**src/hw/vts_pkg.sv**
```systemverilog
// Package of constants and carrier types for the vector table select block.
package vts_pkg;

    // ****************************************************************
    // Address map
    // ****************************************************************
    localparam int          ADDR_W          = 24;
    localparam int          IDX_W           = 7;
    localparam logic [23:0] RESET_ADDR      = 24'h000000;
    localparam logic [23:0] PRIMARY_BASE    = 24'h000004;
    localparam logic [23:0] ALT_TABLE_SPAN  = 24'h000100;
    localparam logic [6:0]  ENTRY_COUNT     = 7'h7E;
    localparam logic [6:0]  TRAP_COUNT      = 7'h08;
    localparam logic [6:0]  LAST_ENTRY      = 7'h7D;

    // ****************************************************************
    // Control register layout
    // ****************************************************************
    localparam int          ALT_SEL_BIT     = 15;
    localparam logic [15:0] CTRL2_RESET     = 16'h0000;
    localparam logic [15:0] CTRL2_WMASK     = 16'h8000;

    // Vector fetch request from the core.
    typedef struct packed {
        logic             valid;
        logic [6:0]       index;
    } vts_req_s;

    // Handler address returned to the core.
    typedef struct packed {
        logic             valid;
        logic [23:0]      handler;
    } vts_pc_s;

    // Phases of a vector fetch.
    typedef enum logic [1:0] {
        VTS_IDLE,
        VTS_READ,
        VTS_LOAD
    } vts_state_e;

endpackage

```
**src/hw/vts_pick.sv**
```systemverilog
// Natural-priority picker over the pending vector entries.
`timescale 1ns/1ps
module vts_pick (
    input  wire logic [125:0] pend,
    output logic              any,
    output logic [6:0]        index
);

    // Lowest pending entry wins; scan from the top so the lowest is kept last.
    always_comb begin
        any   = 1'b0;
        index = 7'h00;
        for (int i = 125; i >= 0; i--) begin
            if (pend[i]) begin
                any   = 1'b1;
                index = 7'(i);
            end
        end
    end

endmodule

```
**src/hw/vts_top.sv**
```systemverilog
// Vector table select and reset entry logic.
// Operation
// - Alternate select set makes every vector fetch read the alternate table.
// - Alternate table starts 0x100 above the primary base, four bytes past the end of the primary table.
// - Both tables share one layout, so an index maps alike.
// - Alternate select is bit 15 of second control register, read and write.
// - Reset is not an exception: no vector fetch or priority for it.
// - Reset clears the registers and forces the program counter to zero.
// - Fetch starts at address zero after reset, where the jump lives.
// - Primary table starts at address four, after the reset jump words.
// - Each entry holds a 24-bit handler address loaded into the counter.
// - Lower table position wins within the same user priority level.
// - Each table holds 126 entries: eight traps then 118 sources.
`timescale 1ns/1ps
module vts_top (
    input  wire logic                clk_sys,
    input  wire logic                rst_n,
    input  wire logic                ctrl2_wr,
    input  wire logic [15:0]         ctrl2_wdata,
    output logic      [15:0]         ctrl2_rdata,
    input  wire logic [125:0]        pend,
    input  wire vts_pkg::vts_req_s   req,
    output logic                     req_ready,
    output logic      [23:0]         mem_addr,
    output logic                     mem_rd,
    input  wire logic [23:0]         mem_rdata,
    output vts_pkg::vts_pc_s         pc_load,
    output logic      [23:0]         pc_reg,
    output logic                     alt_vector_select
);

    // ****************************************************************
    // Helpers
    // ****************************************************************

    // Entry address in the chosen table.
    function automatic logic [23:0] entry_addr(input logic alt, input logic [6:0] idx);
        logic [23:0] base;
        base = alt ? (vts_pkg::PRIMARY_BASE + vts_pkg::ALT_TABLE_SPAN)
                   : vts_pkg::PRIMARY_BASE;
        entry_addr = base + {16'h0000, idx, 1'b0};
    endfunction

    // ****************************************************************
    // Control register
    // ****************************************************************
    logic [15:0]              ctrl2_reg;
    vts_pkg::vts_state_e      state_reg;
    logic [6:0]               idx_reg;
    logic                     alt_reg;
    logic                     pick_any;
    logic [6:0]               pick_idx;
    logic [6:0]               sel_idx;

    // Only the select bit is implemented; other bits read as zero.
    always_ff @(posedge clk_sys) begin
        if (!rst_n) begin
            ctrl2_reg <= vts_pkg::CTRL2_RESET;
        end else if (ctrl2_wr) begin
            ctrl2_reg <= ctrl2_wdata & vts_pkg::CTRL2_WMASK;
        end
    end

    assign ctrl2_rdata       = ctrl2_reg;
    assign alt_vector_select = ctrl2_reg[vts_pkg::ALT_SEL_BIT];

    // ****************************************************************
    // Vector fetch
    // ****************************************************************
    vts_pick u_pick (
        .pend  (pend),
        .any   (pick_any),
        .index (pick_idx)
    );

    // Explicit request index wins; otherwise the lowest pending entry.
    assign sel_idx   = req.valid ? req.index : pick_idx;
    assign req_ready = (state_reg == vts_pkg::VTS_IDLE);

    // Fetch sequencer: latch index and table, read entry, load counter.
    always_ff @(posedge clk_sys) begin
        if (!rst_n) begin
            state_reg <= vts_pkg::VTS_IDLE;
            idx_reg   <= 7'h00;
            alt_reg   <= 1'b0;
        end else begin
            case (state_reg)
                vts_pkg::VTS_IDLE: begin
                    if ((req.valid || pick_any) &&
                        sel_idx <= vts_pkg::LAST_ENTRY) begin
                        idx_reg   <= sel_idx;
                        alt_reg   <= alt_vector_select;
                        state_reg <= vts_pkg::VTS_READ;
                    end
                end
                vts_pkg::VTS_READ: begin
                    state_reg <= vts_pkg::VTS_LOAD;
                end
                vts_pkg::VTS_LOAD: begin
                    state_reg <= vts_pkg::VTS_IDLE;
                end
                default: begin
                    state_reg <= vts_pkg::VTS_IDLE;
                end
            endcase
        end
    end

    // Memory read stands for the read phase.
    assign mem_rd   = (state_reg == vts_pkg::VTS_READ);
    assign mem_addr = mem_rd ? entry_addr(alt_reg, idx_reg) : pc_reg;

    // Program counter: zero at reset, handler address when a vector is taken.
    always_ff @(posedge clk_sys) begin
        if (!rst_n) begin
            pc_reg        <= vts_pkg::RESET_ADDR;
            pc_load.valid <= 1'b0;
            pc_load.handler <= vts_pkg::RESET_ADDR;
        end else begin
            pc_load.valid <= 1'b0;
            if (state_reg == vts_pkg::VTS_LOAD) begin
                pc_reg          <= mem_rdata;
                pc_load.valid   <= 1'b1;
                pc_load.handler <= mem_rdata;
            end
        end
    end
endmodule

```
**config.mk**
```make
export PLATFORM = sky130hd
export DESIGN_NAME = vts_top
export DESIGN_NICKNAME = d
export VERILOG_FILES = /design/src/hw/vts_pkg.sv /design/src/hw/vts_pick.sv /design/src/hw/vts_top.sv
export SDC_FILE = /design/constraint.sdc
export NUM_CORES = 1
export LEC_CHECK = 0
export BUFFER_PORTS_ARGS = -buffer_cell sky130_fd_sc_hd__buf_4
export CAP_MARGIN = 30
export CORE_MARGIN = 4
export CORE_UTILIZATION = 40
export CTS_BUF_LIST = sky130_fd_sc_hd__clkbuf_4 sky130_fd_sc_hd__clkbuf_8 sky130_fd_sc_hd__clkbuf_16
export DETAILED_ROUTE_END_ITERATION = 6
export PLACE_DENSITY = 0.79
export RECOVER_POWER = 100
export SYNTH_ARGS = -nofsm -noshare
export SYNTH_HDL_FRONTEND = slang
export SYNTH_SLANG_ARGS = --single-unit
```
**constraint.sdc**
```tcl
create_clock -name clk_sys -period 3.2 [get_ports clk_sys]
set_input_delay 0.32 -clock clk_sys [delete_from_list [all_inputs] [get_ports clk_sys]]
set_output_delay 0.32 -clock clk_sys [all_outputs]
set_load 0.05 [all_outputs]
```
* After elaboration in Yosys (flattened, before gate mapping)
Cells that the tools add are included.
** Word-level totals
- Flip-flop bits (word level) :: 36
- Logic and storage cells :: 273
** Cells by class
- Magnitude comparators :: 1
- $add $sub $neg :: 1
- Eq/ne operators :: 3
- Reduce and logical (&&, ||, !) cells :: 4
- Mux-type cells :: 258
** Operators by type and width (count)
- 7-bit two-way mux :: 127
- 1-bit two-way mux :: 126
- 25-bit two-way mux :: 1
- 24-bit two-way mux :: 1
- 9-bit by 8-bit adder with 10-bit output :: 1
- 9-bit two-way mux :: 1
- 7-bit less-or-equal comparator, second input constant :: 1
- 2-bit case mux with 2 select lines :: 1
- 2-bit by 1-bit == test with 1-bit output, second input constant :: 1
- 2-bit == test, second input constant :: 1
- 2-bit logical NOT :: 1
- 2-bit two-way mux :: 1
- 2-bit by 1-bit != test with 1-bit output, second input constant :: 1
- 2-bit AND reduction :: 1
- 1-bit logical AND :: 1
- 1-bit logical OR :: 1

* Logic depth before layout (Yosys ltp)
Gate-level depths: netlist of run 1.
- Depth after elaboration :: 131
- Mapped depth :: 10

* By module
From an unflattened synthesis of run 1, not the netlist that was laid out.
** Unflattened totals
- Cell total of the unflattened synthesis :: 557
- Area total of the unflattened synthesis :: 3722.3 µm²
** By module, submodules not included
- vts_top :: cells each 263, sequential area each 720.7 µm², area each 2030.7 µm², instances 1
- vts_pick :: cells each 294, sequential area each 0.0 µm², area each 1691.6 µm², instances 1

* Worst setup path before layout of run 1
Ideal clock, no wire load.
- Path kind :: input -> register
- Start point :: input port pend[71]
- End point :: register alt_reg
- Data arrival time :: 2.300 ns
- Setup time :: 0.128 ns
- Data required time :: 3.072 ns
- Buffers on the path :: 0
- Stages on the path :: 9
- Path slack :: 0.773 ns
- Cells stage by stage :: or4_4 and4bb_1 nand4b_1 a32o_1 o21ai_1 and4b_4 a21oi_4 mux2i_1 nor2_1
** Between the ends
- Cells in the longest elaborated chain, start to end :: 76
** Ends and longest elaborated chain
- start, declared :: RTL line vts_top.sv:21 : input wire logic [125:0] pend,
- 7-bit two-way mux (72 in series) :: RTL line vts_pick.sv:14 : if (pend[i]) begin
- 7-bit two-way mux :: RTL line vts_top.sv:77 : assign sel_idx = req.valid ? req.index : pick_idx;
- 7-bit less-or-equal comparator :: RTL line vts_top.sv:90 : sel_idx <= vts_pkg::LAST_ENTRY) begin
- 1-bit logical AND * :: RTL line vts_top.sv:89 : if ((req.valid || pick_any) &&
- 2-bit AND reduction (no source line) *
- end signal, assigned :: RTL line vts_top.sv:92 : alt_reg <= alt_vector_select;
- end, declared :: RTL line vts_top.sv:50 : logic alt_reg;
Every way passes the cells marked *; elsewhere a longest branch is shown, timed or not.
A chain may end at the register's enable or synchronous reset.

* Worst setup path in the final report of run 1
- Start point :: input port pend[90]
- End point :: register idx_reg[0]
** Between the ends
- Cells in the longest elaborated chain, start to end :: 95
** Ends and longest elaborated chain
- 7-bit two-way mux (91 in series) :: RTL line vts_pick.sv:14
- 7-bit two-way mux :: RTL line vts_top.sv:77
- 7-bit less-or-equal comparator :: RTL line vts_top.sv:90
- 1-bit logical AND :: RTL line vts_top.sv:89
- 2-bit AND reduction (no source line)
- end signal, assigned :: RTL line vts_top.sv:91 : idx_reg <= sel_idx;
- end, declared :: RTL line vts_top.sv:49 : logic [6:0] idx_reg;
Parallel ways exist; a longest one is shown, timed or not.

==> flow_summary_export.csv, run 1 <==
group,metric,value,unit
status,status,"completed",
critical_path,r2r-end,"idx_reg[0]",
route,ant_nets,0,
clock_tree,ctsHoldBuffers,0,
critical_path,path_class,"in -> reg",
placed_design,dp_hpwl,11500,µm
timing,finalCritPeriodShare,85.18,%
clock_tree,clock_latency,0.29,ns
critical_path,arrival,2.93,ns
timing,tns,0,ns
clock_tree,clock_sinks,36,
global_routing,globalRouteTotalUtil,23.71,%
route,vias,4833,
critical_path,endpoint_kind,"register",
timing,period_minus_slack,2.726,ns
clock_tree,clk_pin_slew,0.07,ns
floorplan,fp.dieW,103.9,µm
critical_path,path_cells,"buf_4 -> nor4_1 -> and4_1 -> o21ai_0 -> a2111oi_0 -> o21ai_0 -> and4b_4 -> a21oi_4 -> o311ai_0 -> a21oi_1",
min_path,hold_end,"pc_reg[11]",
placed_design,port_buffers,238,
logic_synthesis,seq_area_frac_synth,19.57,%
timing,skew,0.005365,ns
timing,worst_pin_slew,1.010,ns
logic_synthesis,synth.area.top_cells,"dfxtp_1, buf_4, nand2_1, a21oi_1, nor2_1",
power,power,0.001534,W
logic_synthesis,synthTopCellsByCount,"nand2_1, nor2_1, a21oi_1",
power,power_leakage,2.108,nW
placed_design,globalplace.congestion,0.9323,
timing,hold_violations,0,
final_layout,antennaDiodeCount,0,
critical_path,cp_common_cell,"o21ai_0",
route,avgViaCountPerCell,5.555,
logic_synthesis,synthCells,546,
flow_run,maxCapViolations,0,
critical_path,r2r_slack,1.30,ns
power,peakVddDrop,172.4,µV
route,wl,13640,µm
clock_tree,cts_buffers,5,
floorplan,die_y,103.9,µm
power,cellPowerDensity,294.1,nW/µm²
logic_synthesis,async_flop_share,0,%
floorplan,fp-row-count,34,
route,wl_per_cell,15.68,µm
clock_tree,max-clock-path-buffers,2,
min_path,holdCritStartpoint,"mem_rdata[11]",
critical_path,worst-r2r-cell-count,6,
route,drtIter0Drc,289,
global_routing,overflow,0,
final_layout,stdcell_area,5218,µm²
floorplan,coreArea,8848,µm²
final_layout,area_delta_synth_final,41.69,%
final_layout,finish.utilization,58.96,%
logic_synthesis,avgSynthCellArea,6.744,µm²
timing,setup_violations,0,
timing,slew_headroom,32.70,%
critical_path,critical-path-max-stage-delay,0.47,ns
floorplan,initial_core_util,41.61,%
critical_path,crit_slowest_cell,"nor4_1",
logic_synthesis,yosysWarnings,0,
logic_synthesis,synth_most_common_cell,"nand2_1",
logic_synthesis,netlist.area_leader.share,19.57,%
placed_design,numPlacedInstances,862,
critical_path,required,3.41,ns
final_layout,fin_cells,870,
route,dr.pass1.iters,5,
critical_path,start_kind,"input pin",
critical_path,r2r-start,"state_reg[1]",
clock_tree,postCtsSetupRepairBufs,0,
timing,rsz0062_at_grt,"false",
global_routing,grt_pass1_wl,22070,µm
global_routing,antenna_found_initial,0,
global_routing,grt_pass1_vias,4613,
floorplan,dieArea,10800,µm²
min_path,hold_depth,3,
global_routing,grt_max_degree,35,
clock_tree,htreeDepth,2,
final_layout,nets,939,
clock_tree,tritoncts,"done",
clock_tree,clock-root-buffer,"clkbuf_8",
placed_design,dpl_cell_area,5374,µm²
floorplan,ios,269,
final_layout,drive_gt1_share,27.03,%
route,route.detailed.drc,0,
logic_synthesis,syn_area,3682,µm²
min_path,hold_class,"in -> reg",
final_layout,largest_reg_flops,24,
clock_tree,cts_resized,0,
critical_path,crit_path_max_fanout,10,
logic_synthesis,synth_cell_types,69,
logic_synthesis,synth_seq_cells,36,
logic_synthesis,synth_ff_type,"dfxtp_1",
logic_synthesis,synth_edf_count,0,
logic_synthesis,synth_area_leader_cell,"dfxtp_1",
timing,fmax,366.9,MHz
timing,final_max_slew_viol_count,0,
worst max path at each step:
stage | from | to | slack (ns) | depth (start not counted)
6_report | pend[90] | idx_reg[0] | 0.47 | 10
3_3_place_gp | pend[91] | idx_reg[6] | 0.33 | 10
3_5_place_dp | pend[91] | idx_reg[6] | 0.33 | 10
5_1_grt | pend[91] | idx_reg[0] | 0.13 | 10
4_1_cts | pend[91] | idx_reg[6] | 0.60 | 10
2_1_floorplan | pend[71] | alt_reg | 0.77 | 9
cell families (layout without fill, tap and decap cells):
| family | Yosys count | in the layout | share of synthesized area [%] |
|---|---|---|---|
| adder cells (fa/ha/maj) | 1 | 1 | 0.3397 |
| AO/OA/AOI/OAI | 145 | 145 | 26.06 |
| flip-flops | 36 | 36 | 19.57 |
| AND/OR/NAND/NOR | 274 | 274 | 39.55 |
| buffers and inverters | 81 | 283 | 12.37 |
| multiplexers | 3 | 3 | 0.8155 |
| other | 1 | 15 | 0.1018 |
| XOR/XNOR | 5 | 5 | 1.189 |
area by class of cell:
cell class / count / area (µm²)
Clock buffer: 5 / 68.82
Tap cell: 108 / 135.1
Timing Repair Buffer: 247 / 1592
Multi-Input combinational cell: 443 / 2554
Clock inverter: 3 / 42.54
Inverter: 28 / 105.1
Fill cell: 903 / 3631
Sequential cell: 36 / 720.7
power breakdown:
| group | switching, W | internal [W] | total (W) |
|---|---|---|---|
| sequential | 0.0000245 | 0.000472 | 0.000496 |
| clock | 0.000164 | 0.000230 | 0.000394 |
| combinational | 0.000415 | 0.000228 | 0.000644 |
routing by layer:
metal  share of wire, %  vias up  track usage, %
li1                   -     2398               -
met1                 41     2168           29.44
met2                 49      239           40.95
met3                7.7       28           4.780
met4                2.3        0           7.692
met5                  0        -               0
cell usage in the layout, fill, tap and decap left out, types with 4 or more instances in the layout:
master,count
a211oi_1,8
o21a_1,5
nand3_1,8
and2_0,9
dfxtp_1,36
o211ai_1,5
clkbuf_1,70
and2_1,8
o311ai_0,4
clkbuf_8,5
buf_4,177
nor2b_1,4
o21ai_0,26
nor2_1,59
nor4_1,35
o31ai_1,7
nand2_1,80
or4_1,9
nor3_1,18
nand4_1,11
nor4_2,7
a21oi_1,55
nand2b_1,6
inv_1,28
conb_1,15
metrics by stage:
stage	setup slack, ns	hold WS [ns]
floorplan	0.7725	0.4534
global placement	0.3258	0.4715
detailed placement	0.3268	0.4857
CTS	0.6043	0.2715
global route	0.1349	0.2710
finish	0.4744	0.2749
critical path: cells and delay by family:
kind            cells  cell delay [ns]
simple gates        3             1.08
compound gates      6             1.39
buf+inv             1             0.12
Note: power is estimated with default switching activity, not from simulation.
==> inputs of run 2 (changes only) <==
Settings changed: SYNTH_HIERARCHICAL from default to 1.
==> flow_summary_export.csv, run 2 <==
group,metric,value,unit
status,status,"completed",
route,ant_nets,0,
route,route.detailed.drc,0,
placed_design,dp_hpwl,11600,µm
min_path,hold_class,"in -> reg",
timing,fmax,371.4,MHz
logic_synthesis,synth.area.top_cells,"dfxtp_1, buf_4, nand2_1, a21oi_1, nor2_1",
logic_synthesis,synth_most_common_cell,"nand2_1",
logic_synthesis,async_flop_share,0,%
floorplan,dieArea,10910,µm²
critical_path,setup.worst_path.end,"mem_addr[3]",
critical_path,arrival,2.37,ns
timing,tns,0,ns
placed_design,port_buffers,238,
floorplan,fp-row-count,34,
logic_synthesis,yosysWarnings,6,
final_layout,largest_reg_flops,24,
logic_synthesis,avgSynthCellArea,6.683,µm²
logic_synthesis,synthTopCellsByCount,"nand2_1, a21oi_1, nor2_1",
critical_path,r2r-start,"state_reg[0]",
clock_tree,postCtsSetupRepairBufs,0,
route,wl_per_cell,15.45,µm
clock_tree,tritoncts,"done",
clock_tree,cts_resized,0,
power,peakVddDrop,189.5,µV
floorplan,ios,269,
timing,finalCritPeriodShare,84.15,%
critical_path,required,2.88,ns
logic_synthesis,seq_area_frac_synth,19.36,%
final_layout,antennaDiodeCount,0,
critical_path,start_kind,"register",
route,dr.pass1.iters,5,
final_layout,area_delta_synth_final,41.08,%
global_routing,grt_max_degree,34,
floorplan,initial_core_util,41.87,%
logic_synthesis,synth_seq_cells,36,
timing,worst_pin_slew,1.140,ns
clock_tree,clock_sinks,36,
logic_synthesis,netlist.area_leader.share,19.36,%
global_routing,grt_pass1_wl,21820,µm
critical_path,cp_common_cell,"nand2_1",
global_routing,globalRouteTotalUtil,23.32,%
timing,rsz0062_at_grt,"false",
logic_synthesis,synthCells,557,
power,power_leakage,2.162,nW
route,wl,13570,µm
route,drtIter0Drc,257,
route,avgViaCountPerCell,5.392,
power,cellPowerDensity,291.2,nW/µm²
critical_path,r2r_slack,1.63,ns
timing,final_max_slew_viol_count,0,
global_routing,grt_pass1_vias,4708,
critical_path,crit_path_max_fanout,29,
timing,period_minus_slack,2.693,ns
logic_synthesis,synth_cell_types,68,
final_layout,nets,947,
floorplan,die_y,104.5,µm
clock_tree,htreeDepth,2,
clock_tree,max-clock-path-buffers,2,
critical_path,critical-path-max-stage-delay,0.87,ns
logic_synthesis,synth_ff_type,"dfxtp_1",
clock_tree,cts_buffers,5,
logic_synthesis,synth_area_leader_cell,"dfxtp_1",
clock_tree,clock-root-buffer,"clkbuf_8",
global_routing,overflow,0,
clock_tree,clock_latency,0.28,ns
logic_synthesis,syn_area,3722,µm²
flow_run,maxCapViolations,0,
critical_path,r2r-end,"pc_reg[12]",
critical_path,path_class,"reg -> out",
critical_path,endpoint_kind,"output pin",
placed_design,globalplace.congestion,0.9181,
floorplan,coreArea,8891,µm²
critical_path,path_cells,"nand2b_1 -> clkbuf_1 -> inv_1 -> nand2_1 -> nand2_1 -> clkbuf_2",
timing,slew_headroom,24.03,%
global_routing,antenna_found_initial,0,
timing,skew,0.004879,ns
floorplan,fp.dieW,104.5,µm
critical_path,cp.depth,6,
timing,setup_violations,0,
final_layout,final_common_cell,"buf_4",
final_layout,most-common-layout-cells,"buf_4, nand2_1, a21oi_1, clkbuf_1, nor2_1",
logic_synthesis,synth_edf_count,0,
final_layout,drive_gt1_share,27.27,%
critical_path,crit_slowest_cell,"clkbuf_1",
critical_path,worst-r2r-cell-count,3,
critical_path,cp-startpoint,"state_reg[1]",
clock_tree,clk_pin_slew,0.07,ns
clock_tree,ctsHoldBuffers,0,
critical_path,cp_top_family,"buffers and inverters",
route,vias,4734,
timing,holdWs,0.2786,ns
timing,hold_violations,0,
critical_path,critPathBufInv,3,
[run 2: power breakdown]
part           leakage (nW)  total (W)  switching, W  internal [W]
registers             0.293   0.000495     0.0000233      0.000471
logic                  1.81   0.000644      0.000410      0.000234
clock network        0.0586   0.000391      0.000151      0.000240
total                  2.16    0.00153      0.000585      0.000944
[run 2: worst min path at each step]
stage / start / end / slack [ns] / cells past startpoint
finish: ctrl2_wdata[15] / ctrl2_rdata[15] / 0.28 / 3
detailed placement: pc_reg[18] / pc_reg[18] / 0.48 / 2
global placement: pc_reg[12] / pc_reg[12] / 0.47 / 2
global route: mem_rdata[13] / pc_reg[13] / 0.28 / 3
CTS: mem_rdata[14] / pc_reg[14] / 0.27 / 3
floorplan: rst_n / idx_reg[3] / 0.45 / 1
[run 2: final cells by class]
type / count / area, µm²
clock buffers: 6 / 76.32
clock inverters: 2 / 35.03
fillers: 881 / 3640
well taps: 108 / 135.1
inverters: 24 / 90.09
multi-input cells: 457 / 2582
repair buffers: 245 / 1612
flip-flops and latches: 36 / 720.7
[run 2: cells by family (layout without fill, tap and decap cells)]
kind of cell               Yosys count  after routing  share of synthesized area (%)
and+or+nand+nor                    277            277                          38.25
buffers and inverters               78            277                          12.40
other                                1             15                         0.1007
DFF                                 36             36                          19.36
AOI/OAI and AO/OA                  152            152                          26.35
xor gates and xnor gates             5              5                          1.177
adders and majority gates            1              1                         0.3361
muxes                                7              7                          2.017
[run 2: worst min-delay path: cells and delay by family]
kind                   cells  cell delay (ns)
multiplexers               1             0.06
buffers and inverters      1             0.08
AND/OR/NAND/NOR            1             0.07
[run 2: stage by stage]
stage / area [µm²] / total power [W] / util [%] / setup slack [ns] / instances
2_1_floorplan: 3775 / 0.0008894 / - / 0.8135 / 571
3_3_place_gp: 5370 / 0.001162 / 60.40 / 0.4713 / 869
3_5_place_dp: 5370 / 0.001173 / 60.40 / 0.4059 / 869
4_1_cts: 5482 / 0.001563 / 61.65 / 0.6862 / 877
5_1_grt: 5251 / 0.001605 / 59.06 / 0.2568 / 878
6_report: 5251 / 0.001529 / 59.06 / 0.5073 / 878
[run 2: metal layers]
layer  share of wire, %  vias to the layer above  GRT usage, %
met1                 39                     2117         25.85
li1                   -                     2390             -
met3                7.7                       28         5.214
met2                 51                      199         43.96
met5                  0                        -             0
met4                2.7                        0         6.838
